<file path="src/core/mgb_pkg.sv">
// Package of register map, field layouts and reset values for the pad bank.
package mgb_pkg;

  // ----------------------------------------------------------------------
  // Bank geometry
  // ----------------------------------------------------------------------
  localparam int unsigned NUM_PADS    = 27;
  localparam int unsigned NUM_PRIMARY = 10;
  localparam int unsigned DATA_W      = 32;
  localparam int unsigned OFFS_W      = 8;

  // ----------------------------------------------------------------------
  // Register byte offsets
  // ----------------------------------------------------------------------
  localparam logic [OFFS_W-1:0] OFFS_DIR       = 8'h00;
  localparam logic [OFFS_W-1:0] OFFS_ALT       = 8'h04;
  localparam logic [OFFS_W-1:0] OFFS_OUT       = 8'h08;
  localparam logic [OFFS_W-1:0] OFFS_OUT_SET   = 8'h0c;
  localparam logic [OFFS_W-1:0] OFFS_OUT_CLR   = 8'h10;
  localparam logic [OFFS_W-1:0] OFFS_IN        = 8'h14;
  localparam logic [OFFS_W-1:0] OFFS_I2C_SEL   = 8'h18;
  localparam logic [OFFS_W-1:0] OFFS_INT_STAT  = 8'h1c;
  localparam logic [OFFS_W-1:0] OFFS_INT_CLR   = 8'h20;
  localparam logic [OFFS_W-1:0] OFFS_INT_EN    = 8'h24;
  localparam logic [OFFS_W-1:0] OFFS_INT_EDGE  = 8'h28;
  localparam logic [OFFS_W-1:0] OFFS_INT_POL   = 8'h2c;
  localparam logic [OFFS_W-1:0] OFFS_WAKE_EN   = 8'h30;
  localparam logic [OFFS_W-1:0] OFFS_DRIVE     = 8'h34;

  // ----------------------------------------------------------------------
  // Pad positions and reset values
  // ----------------------------------------------------------------------
  localparam int unsigned WAKE_PAD_ONE   = 0;
  localparam int unsigned WAKE_PAD_FOUR  = 3;
  localparam int unsigned WAKE_PAD_FIVE  = 4;
  localparam int unsigned WAKE_PAD_EIGHT = 7;

  localparam logic [NUM_PADS-1:0] WAKE_CAPABLE =
    (27'h1 << WAKE_PAD_ONE) | (27'h1 << WAKE_PAD_FOUR) |
    (27'h1 << WAKE_PAD_FIVE) | (27'h1 << WAKE_PAD_EIGHT);

  // Shared pads start in their interface role, primary pads as GPIO.
  localparam logic [NUM_PADS-1:0] RST_ALT      = 27'h7fffc00;
  localparam logic [NUM_PADS-1:0] RST_DIR      = 27'h0;
  localparam logic [NUM_PADS-1:0] RST_OUT      = 27'h0;
  localparam logic [NUM_PADS-1:0] RST_INT_EN   = 27'h0;
  localparam logic [NUM_PADS-1:0] RST_INT_EDGE = 27'h0;
  localparam logic [NUM_PADS-1:0] RST_INT_POL  = 27'h0;
  localparam logic [NUM_PADS-1:0] RST_WAKE_EN  = 27'h0;
  localparam logic [NUM_PRIMARY-1:0] RST_I2C_SEL = 10'h0;

  // ----------------------------------------------------------------------
  // Bus encodings
  // ----------------------------------------------------------------------
  localparam logic [1:0] HTRANS_NONSEQ = 2'h2;
  localparam logic       HRESP_OKAY    = 1'b0;

endpackage

</file>
<file path="src/core/mgb_bank.sv">
// Top of the general-purpose pad bank with its AHB-Lite register slave.
//
// Local design decisions: the placing of the registers and the AHB-Lite interface to the registers.
`timescale 1ns/1ps
`default_nettype none

// Contract
// - Each pad is set to input, output or alternate function on its own.
// - An input pad is read only and reports its present pad level.
// - An output pad takes writes of its driven level and reads them back.
// - An alternate-function pad is driven by its owning internal function only.
// - Ten primary pads are always available for general-purpose use.
// - Shared pads start in their interface role and can be switched to GPIO.
// - Primary pads one to ten also offer an I2C role through their function setting.
// - Any input pad can raise an interrupt on its level or on an edge.
// - Only pads one, four, five and eight can wake the module from sleep.
// - An output pad drives both high and low, needing no external pull-up.
module mgb_bank #(
  parameter int unsigned NUM_PADS    = mgb_pkg::NUM_PADS,
  parameter int unsigned NUM_PRIMARY = mgb_pkg::NUM_PRIMARY
) (
  // Clock and reset
  input  wire logic                   clk_sys,
  input  wire logic                   reset,
  // AHB-Lite slave
  input  wire logic                   hsel,
  input  wire logic [31:0]            haddr,
  input  wire logic [1:0]             htrans,
  input  wire logic                   hwrite,
  input  wire logic [2:0]             hsize,
  input  wire logic [31:0]            hwdata,
  input  wire logic                   hready,
  output logic      [31:0]            hrdata,
  output logic                        hreadyout,
  output logic                        hresp,
  // Pads
  input  wire logic [NUM_PADS-1:0]    pad_in,
  output logic      [NUM_PADS-1:0]    pad_out,
  output logic      [NUM_PADS-1:0]    pad_oe,
  // Internal alternate functions
  input  wire logic [NUM_PADS-1:0]    fn_out,
  input  wire logic [NUM_PADS-1:0]    fn_oe,
  input  wire logic [NUM_PRIMARY-1:0] i2c_pull_low,
  output logic      [NUM_PADS-1:0]    pad_level,
  // Events
  output logic                        irq,
  output logic                        wake_req
);

  import mgb_pkg::*;

  // ----------------------------------------------------------------------
  // Declarations
  // ----------------------------------------------------------------------
  logic [NUM_PADS-1:0]    dir;
  logic [NUM_PADS-1:0]    alt;
  logic [NUM_PADS-1:0]    out_val;
  logic [NUM_PRIMARY-1:0] i2c_sel;
  logic [NUM_PADS-1:0]    int_stat;
  logic [NUM_PADS-1:0]    int_en;
  logic [NUM_PADS-1:0]    int_edge;
  logic [NUM_PADS-1:0]    int_pol;
  logic [NUM_PADS-1:0]    wake_en;
  logic [NUM_PADS-1:0]    level_prev;
  logic [NUM_PADS-1:0]    in_mode;
  logic [NUM_PADS-1:0]    int_hit;
  logic [NUM_PADS-1:0]    int_clr;
  logic [NUM_PADS-1:0]    next_pad_out;
  logic [NUM_PADS-1:0]    next_pad_oe;
  logic [NUM_PADS-1:0]    wr_bits;
  logic [31:0]            next_hrdata;
  logic                   addr_take;
  logic                   wr_pend;
  logic [OFFS_W-1:0]      wr_offs;

  // ----------------------------------------------------------------------
  // Input synchroniser
  // ----------------------------------------------------------------------
  mgb_pad_sync #(
    .WIDTH      (NUM_PADS)
  ) u_sync (
    .clk_sys    (clk_sys),
    .reset      (reset),
    .async_in   (pad_in),
    .level      (pad_level),
    .level_prev (level_prev)
  );

  // ----------------------------------------------------------------------
  // AHB-Lite address phase
  // ----------------------------------------------------------------------
  // The slave never inserts wait states and always answers OKAY.
  assign hreadyout = 1'b1;
  assign hresp     = HRESP_OKAY;
  assign addr_take = hsel && hready && (htrans == HTRANS_NONSEQ);
  assign wr_bits   = hwdata[NUM_PADS-1:0];

  always_ff @(posedge clk_sys or posedge reset)
  begin
    if (reset)
    begin
      wr_pend <= 1'b0;
      wr_offs <= '0;
    end
    else
    begin
      wr_pend <= addr_take && hwrite;
      wr_offs <= haddr[OFFS_W-1:0];
    end
  end

  // ----------------------------------------------------------------------
  // Read data
  // ----------------------------------------------------------------------
  // Read data is captured at the address phase and stands in the data phase.
  always_comb
  begin
    next_hrdata = 32'h0;
    unique case (haddr[OFFS_W-1:0])
      OFFS_DIR:      next_hrdata[NUM_PADS-1:0] = dir;
      OFFS_ALT:      next_hrdata[NUM_PADS-1:0] = alt;
      OFFS_OUT:      next_hrdata[NUM_PADS-1:0] = out_val;
      OFFS_IN:       next_hrdata[NUM_PADS-1:0] = pad_level;
      OFFS_I2C_SEL:  next_hrdata[NUM_PRIMARY-1:0] = i2c_sel;
      OFFS_INT_STAT: next_hrdata[NUM_PADS-1:0] = int_stat;
      OFFS_INT_EN:   next_hrdata[NUM_PADS-1:0] = int_en;
      OFFS_INT_EDGE: next_hrdata[NUM_PADS-1:0] = int_edge;
      OFFS_INT_POL:  next_hrdata[NUM_PADS-1:0] = int_pol;
      OFFS_WAKE_EN:  next_hrdata[NUM_PADS-1:0] = wake_en;
      OFFS_DRIVE:    next_hrdata[NUM_PADS-1:0] = pad_oe;
      default:       next_hrdata = 32'h0;
    endcase
  end

  always_ff @(posedge clk_sys or posedge reset)
  begin
    if (reset)
    begin
      hrdata <= 32'h0;
    end
    else if (addr_take && !hwrite)
    begin
      hrdata <= next_hrdata;
    end
  end

  // ----------------------------------------------------------------------
  // Pad role registers
  // ----------------------------------------------------------------------
  // A pad is an output when dir is set and alt clear, an input when both are clear.
  always_ff @(posedge clk_sys or posedge reset)
  begin
    if (reset)
    begin
      dir <= RST_DIR;
    end
    else if (wr_pend && (wr_offs == OFFS_DIR))
    begin
      dir <= wr_bits;
    end
  end

  // Primary pads reset to GPIO; shared pads reset to their interface.
  always_ff @(posedge clk_sys or posedge reset)
  begin
    if (reset)
    begin
      alt <= RST_ALT;
    end
    else if (wr_pend && (wr_offs == OFFS_ALT))
    begin
      alt <= wr_bits;
    end
  end

  always_ff @(posedge clk_sys or posedge reset)
  begin
    if (reset)
    begin
      i2c_sel <= RST_I2C_SEL;
    end
    else if (wr_pend && (wr_offs == OFFS_I2C_SEL))
    begin
      i2c_sel <= wr_bits[NUM_PRIMARY-1:0];
    end
  end

  // ----------------------------------------------------------------------
  // Output value register
  // ----------------------------------------------------------------------
  // Set and clear offsets let software change single pads without a read.
  always_ff @(posedge clk_sys or posedge reset)
  begin
    if (reset)
    begin
      out_val <= RST_OUT;
    end
    else if (wr_pend)
    begin
      unique case (wr_offs)
        OFFS_OUT:     out_val <= wr_bits;
        OFFS_OUT_SET: out_val <= out_val | wr_bits;
        OFFS_OUT_CLR: out_val <= out_val & ~wr_bits;
        default:      out_val <= out_val;
      endcase
    end
  end

  // ----------------------------------------------------------------------
  // Pad drive
  // ----------------------------------------------------------------------
  generate
    for (genvar p = 0; p < NUM_PADS; p++)
    begin : g_drive
      if (p < NUM_PRIMARY)
      begin : g_primary
        always_comb
        begin
          if (!alt[p])
          begin
            next_pad_out[p] = out_val[p];
            next_pad_oe[p]  = dir[p];
          end
          else if (i2c_sel[p])
          begin
            // The I2C role only ever pulls low, the line is open-drain.
            next_pad_out[p] = 1'b0;
            next_pad_oe[p]  = i2c_pull_low[p];
          end
          else
          begin
            next_pad_out[p] = fn_out[p];
            next_pad_oe[p]  = fn_oe[p];
          end
        end
      end
      else
      begin : g_shared
        always_comb
        begin
          if (!alt[p])
          begin
            next_pad_out[p] = out_val[p];
            next_pad_oe[p]  = dir[p];
          end
          else
          begin
            next_pad_out[p] = fn_out[p];
            next_pad_oe[p]  = fn_oe[p];
          end
        end
      end
    end
  endgenerate

  always_ff @(posedge clk_sys or posedge reset)
  begin
    if (reset)
    begin
      pad_out <= '0;
      pad_oe  <= '0;
    end
    else
    begin
      pad_out <= next_pad_out;
      pad_oe  <= next_pad_oe;
    end
  end

  // ----------------------------------------------------------------------
  // Interrupt configuration
  // ----------------------------------------------------------------------
  always_ff @(posedge clk_sys or posedge reset)
  begin
    if (reset)
    begin
      int_en <= RST_INT_EN;
    end
    else if (wr_pend && (wr_offs == OFFS_INT_EN))
    begin
      int_en <= wr_bits;
    end
  end

  always_ff @(posedge clk_sys or posedge reset)
  begin
    if (reset)
    begin
      int_edge <= RST_INT_EDGE;
      int_pol  <= RST_INT_POL;
    end
    else if (wr_pend)
    begin
      if (wr_offs == OFFS_INT_EDGE)
      begin
        int_edge <= wr_bits;
      end
      if (wr_offs == OFFS_INT_POL)
      begin
        int_pol <= wr_bits;
      end
    end
  end

  // Wake enables exist only for the wake-capable pads.
  always_ff @(posedge clk_sys or posedge reset)
  begin
    if (reset)
    begin
      wake_en <= RST_WAKE_EN;
    end
    else if (wr_pend && (wr_offs == OFFS_WAKE_EN))
    begin
      wake_en <= wr_bits & WAKE_CAPABLE;
    end
  end

  // ----------------------------------------------------------------------
  // Interrupt detection
  // ----------------------------------------------------------------------
  // Only pads in input role raise events; level mode matches polarity,
  // edge mode sees a rising edge for high polarity and falling for low.
  assign in_mode = ~dir & ~alt;

  generate
    for (genvar p = 0; p < NUM_PADS; p++)
    begin : g_detect
      always_comb
      begin
        if (int_edge[p])
        begin
          int_hit[p] = in_mode[p] && (pad_level[p] == int_pol[p]) &&
                       (level_prev[p] != int_pol[p]);
        end
        else
        begin
          int_hit[p] = in_mode[p] && (pad_level[p] == int_pol[p]);
        end
      end
    end
  endgenerate

  assign int_clr = (wr_pend && (wr_offs == OFFS_INT_CLR)) ? wr_bits : '0;

  // A new event in the clearing cycle keeps its flag set.
  always_ff @(posedge clk_sys or posedge reset)
  begin
    if (reset)
    begin
      int_stat <= '0;
    end
    else
    begin
      int_stat <= (int_stat & ~int_clr) | int_hit;
    end
  end

  assign irq      = |(int_stat & int_en);
  assign wake_req = |(int_stat & wake_en & WAKE_CAPABLE);

  // Whole-word transfers leave hsize and the upper address bits unused.
  logic unused_bus;
  assign unused_bus = ^{hsize, haddr[31:OFFS_W], hwdata[31:NUM_PADS], htrans[0]};

endmodule

`default_nettype wire

</file>
<file path="src/core/mgb_pad_sync.sv">
// Two-stage synchroniser with a delayed copy for edge detection.
`timescale 1ns/1ps
`default_nettype none

module mgb_pad_sync #(
  parameter int unsigned WIDTH = 27
) (
  // Clock and reset
  input  wire logic             clk_sys,
  input  wire logic             reset,
  // Asynchronous pad levels
  input  wire logic [WIDTH-1:0] async_in,
  // Synchronised level and its value one cycle earlier
  output logic      [WIDTH-1:0] level,
  output logic      [WIDTH-1:0] level_prev
);

  logic [WIDTH-1:0] meta;

  // ----------------------------------------------------------------------
  // Synchroniser chain
  // ----------------------------------------------------------------------
  // The first stage feeds only the second stage.
  always_ff @(posedge clk_sys or posedge reset)
  begin
    if (reset)
    begin
      meta       <= '0;
      level      <= '0;
      level_prev <= '0;
    end
    else
    begin
      meta       <= async_in;
      level      <= meta;
      level_prev <= level;
    end
  end

endmodule

`default_nettype wire

</file>
<file path="config.mk">
export PLATFORM = sky130hd
export DESIGN_NAME = mgb_bank
export DESIGN_NICKNAME = d
export VERILOG_FILES = /design/src/core/mgb_pkg.sv /design/src/core/mgb_bank.sv /design/src/core/mgb_pad_sync.sv
export SDC_FILE = /design/constraint.sdc
export NUM_CORES = 1
export LEC_CHECK = 0
export BUFFER_PORTS_ARGS = -buffer_cell sky130_fd_sc_hd__buf_2
export CORE_UTILIZATION = 30
export DETAILED_ROUTE_END_ITERATION = 6
export GPL_TIMING_DRIVEN = 0
export PLACE_DENSITY = 0.57
export RECOVER_POWER = 50
export SLEW_MARGIN = 20
export SYNTH_ARGS = -nofsm -noshare
export SYNTH_HDL_FRONTEND = slang
export SYNTH_SLANG_ARGS = --single-unit
</file>
<file path="constraint.sdc">
create_clock -name clk_sys -period 19.08 [get_ports clk_sys]
set_input_delay 0.954 -clock clk_sys [delete_from_list [all_inputs] [get_ports clk_sys]]
set_output_delay 0.954 -clock clk_sys [all_outputs]
set_load 0.005 [all_outputs]
</file>
==> results.sh <==
export IMPL_status="finished, violations left"
export IMPL_violations="max-capacitance violations, max-slew violations"
export IMPL_synth_area_um2=16300
export IMPL_synth_main_ff_cell="dfrtp_1"
export IMPL_period_needed_ns=8.013
export IMPL_finalMaxSlewViolations=381
export IMPL_synthMuxAreaShare_pct=17.01
export IMPL_wl_per_cell_um=25.35
export IMPL_port_buffer_count=232
export IMPL_die_y_um=235.1
export IMPL_fp_row_count=85
export IMPL_leakage_nw=8.787
export IMPL_drt_iter0_drc=1096
export IMPL_ctsResizeCount=0
export IMPL_syn_inst=1315
export IMPL_clock_path_buffers=3
export IMPL_fin_crit_sh_pct=42.00
export IMPL_yosys_top_cells_count="357 x dfrtp_1, 176 x mux2_2, 113 x nand2_1, 65 x o21ai_0, 62 x a22oi_1"
export IMPL_tightest_slew_ns=5.618
export IMPL_drt_pass1_iterations=5
export IMPL_min_from="u_sync.meta[4]$_DFF_PP0_"
export IMPL_skew_ns=0.01339
export IMPL_hold_viol_final=0
export IMPL_arrival_ns=7.33
export IMPL_drv_cap=4
export IMPL_grt_usage_pct=21.34
export IMPL_ctsHtreeMaxLevel=2
export IMPL_antenna_found_initial=4
export IMPL_drt_total_wl_um=59200
export IMPL_layout_nets=1767
export IMPL_synth_compound_area_share_pct=12.96
export IMPL_gp_congestion=0.9136
export IMPL_yosys_area_top_type="dfrtp_1"
export IMPL_place_inst=2252
export IMPL_yosys_warnings=0
export IMPL_dieWidth_um=235.1
export IMPL_grt_overflow=0
export IMPL_drc=0
export IMPL_critPathRequiredTime_ns=18.40
export IMPL_r2r_slack_ns=16.52
export IMPL_holdPathEnd="u_sync.level[4]$_DFF_PP0_"
export IMPL_cp_end_kind="async pin"
export IMPL_relSlewSlack_pct=-274.6
export IMPL_numClockSinks=374
export IMPL_fillCellCount=5229
export IMPL_synth_area_leaders="dfrtp_1 55%, mux2_2 12%, mux2i_1 3.0%"
export IMPL_synth_xor_xnor_area_share_pct=0
export IMPL_r2r_start="wr_offs[5]$_DFF_PP0_"
export IMPL_drive_above_1_share_pct=33.64
export IMPL_post_synth_cell_area_avg_um2=12.40
export IMPL_start_util_pct=30.35
export IMPL_crit_type="in2async"
export IMPL_clockRootBuffer="clkbuf_16"
export IMPL_worstRegToRegCells=5
export IMPL_clock_fmax_ghz=0.1248
export IMPL_vias=12590
export IMPL_cts_made_buffers=44
export IMPL_ctsHoldBuffers=0
export IMPL_dp_hpwl_um=41710
export IMPL_power_density_nw_per_um2=92.35
export IMPL_rsz0062_at_grt="false"
export IMPL_yosysTopAreaCellShare_pct=54.81
export IMPL_cts_setup_buffers=0
export IMPL_ys_seq_area_share_pct=57.55
export IMPL_ys_ff_latch=374
export IMPL_grt_pass1_wl_um=86420
export IMPL_antenna_left=0
export IMPL_critPathLaunchType="input pin"
export IMPL_async_flop_share_pct=100.0
export IMPL_synth_edf_count=0
export IMPL_synth_top_family_by_area="multiplexers"
export IMPL_coreArea_um2=53710
export IMPL_grt_max_degree=104
export IMPL_hold_depth=0
export IMPL_r2r_end="out_val[7]$_DFFE_PP0P_"
export IMPL_die_area_um2=55270
export IMPL_syn2layout_area_growth_pct=21.74
export IMPL_ir_drop_mv=0.05978
export IMPL_finalSetupViolCount=0
export IMPL_synthAdderAreaFrac_pct=0
export IMPL_cp_max_fo=103
export IMPL_hold_class="reg2reg"
export IMPL_grt_pass1_vias=12600
export IMPL_synth_simple_area_share_pct=9.848
export IMPL_avgViaCountPerCell=5.392
export IMPL_stdcell_count=2335
export IMPL_setup_tns_ns=0
export IMPL_pin_count=282
export IMPL_cts_clk_slew_worst_paths_ns=0.06
export IMPL_yosysMostFrequentCell="dfrtp_1"
export IMPL_power_mw=1.833
export IMPL_cts_tree="built"
export IMPL_clk_latency_ns=0.59
export IMPL_yosysUniqueCellTypes=69
==> area by class of cell <==
class                      count  area [µm²]  area share [%]
antenna                        4       10.01         0.05044
buffer                        75       365.4           1.841
clock buffer                  70        1360           6.854
clock inverter                 9       83.83          0.4224
inverter                      15       57.56          0.2900
multi-input combinational    856        6543           32.97
sequential                   374        9380           47.27
tap                          696       870.8           4.388
timing repair buffer         236        1174           5.914
==> metal layers <==
| metal | part of all wire, % | vias to the layer above | global-route usage (%) |
|---|---|---|---|
| met5 | 0.041 | - | 0 |
| met4 | 3.0 | 4 | 7.596 |
| met3 | 7.5 | 110 | 4.174 |
| met2 | 46 | 566 | 33.68 |
| met1 | 43 | 6458 | 29.13 |
| li1 | - | 5452 | - |
==> how the worst max path moves through the flow <==
stage                                start                         to  slack (ns)  cells past startpoint
finish                               reset   u_sync.meta[2]$_DFF_PP0_       11.07                      3
floorplan                            reset         alt[0]$_DFFE_PP0P_        7.77                      1
detailed placement                haddr[3]     hrdata[22]$_DFFE_PP0P_       15.42                      9
global placement                     reset  u_sync.level[2]$_DFF_PP0_        3.34                      2
global route                         reset   u_sync.meta[2]$_DFF_PP0_        9.56                      3
CTS                 int_stat[23]$_DFF_PP0_                        irq       15.82                      5
==> logic make-up (layout without fill, tap and decap cells) <==
logic type,count (synthesis),in the layout
simple gates,303,303
compound gates,301,301
mux,245,245
flops,374,374
other cells,2,11
buf+inv,90,405
==> stage by stage <==
stage               utilization (%)  area, µm²  hold slack [ns]  setup slack [ns]
floorplan                         -      16320           0.3312             7.767
global placement              34.17      18350           0.3316             3.341
detailed placement            34.40      18480           0.3347             15.42
CTS                           37.09      19920           0.3434             15.82
global route                  36.93      19840           0.3437             9.558
finish                        36.95      19840           0.3464             11.07
==> power breakdown <==
part	internal, mW	total [mW]	switching, mW
Clock	0.501	0.848	0.348
Sequential	0.826	0.860	0.0342
Combinational	0.0543	0.124	0.0699
Total	1.38	1.83	0.452
==> critical path, cell delays in order <==
cell and delay [ns]:
buf_2 0.10, clkinvlp_2 2.01, clkbuf_1 4.06
==> registers in the layout (all words and copies together) (netlist names) <==
| name | cells |
|---|---|
| alt | 27 |
| int_en | 27 |
| out_val | 27 |
| dir | 27 |
| pad_out | 27 |
| i2c_sel | 10 |
| pad_oe | 27 |
| wake_en | 4 |
| u_sync.meta | 27 |
| int_pol | 27 |
| wr_pend | 1 |
| u_sync.level_prev | 27 |
| wr_offs | 8 |
| int_stat | 27 |
| hrdata | 27 |
| int_edge | 27 |
| u_sync.level | 27 |
==> cells in the final DEF, fill, tap and decap left out, types with 21 or more instances in the layout <==
cell type	count
mux2i_1	49
buf_2	255
dfrtp_1	357
nor2_1	38
nor2b_1	34
a22oi_1	62
nor3_1	36
nand2_1	113
a22o_1	47
clkbuf_1	49
nand3_1	22
o31ai_1	27
o22ai_1	21
mux2_2	176
o21ai_0	65
clkbuf_16	45
(Power assumes the default switching activity.)
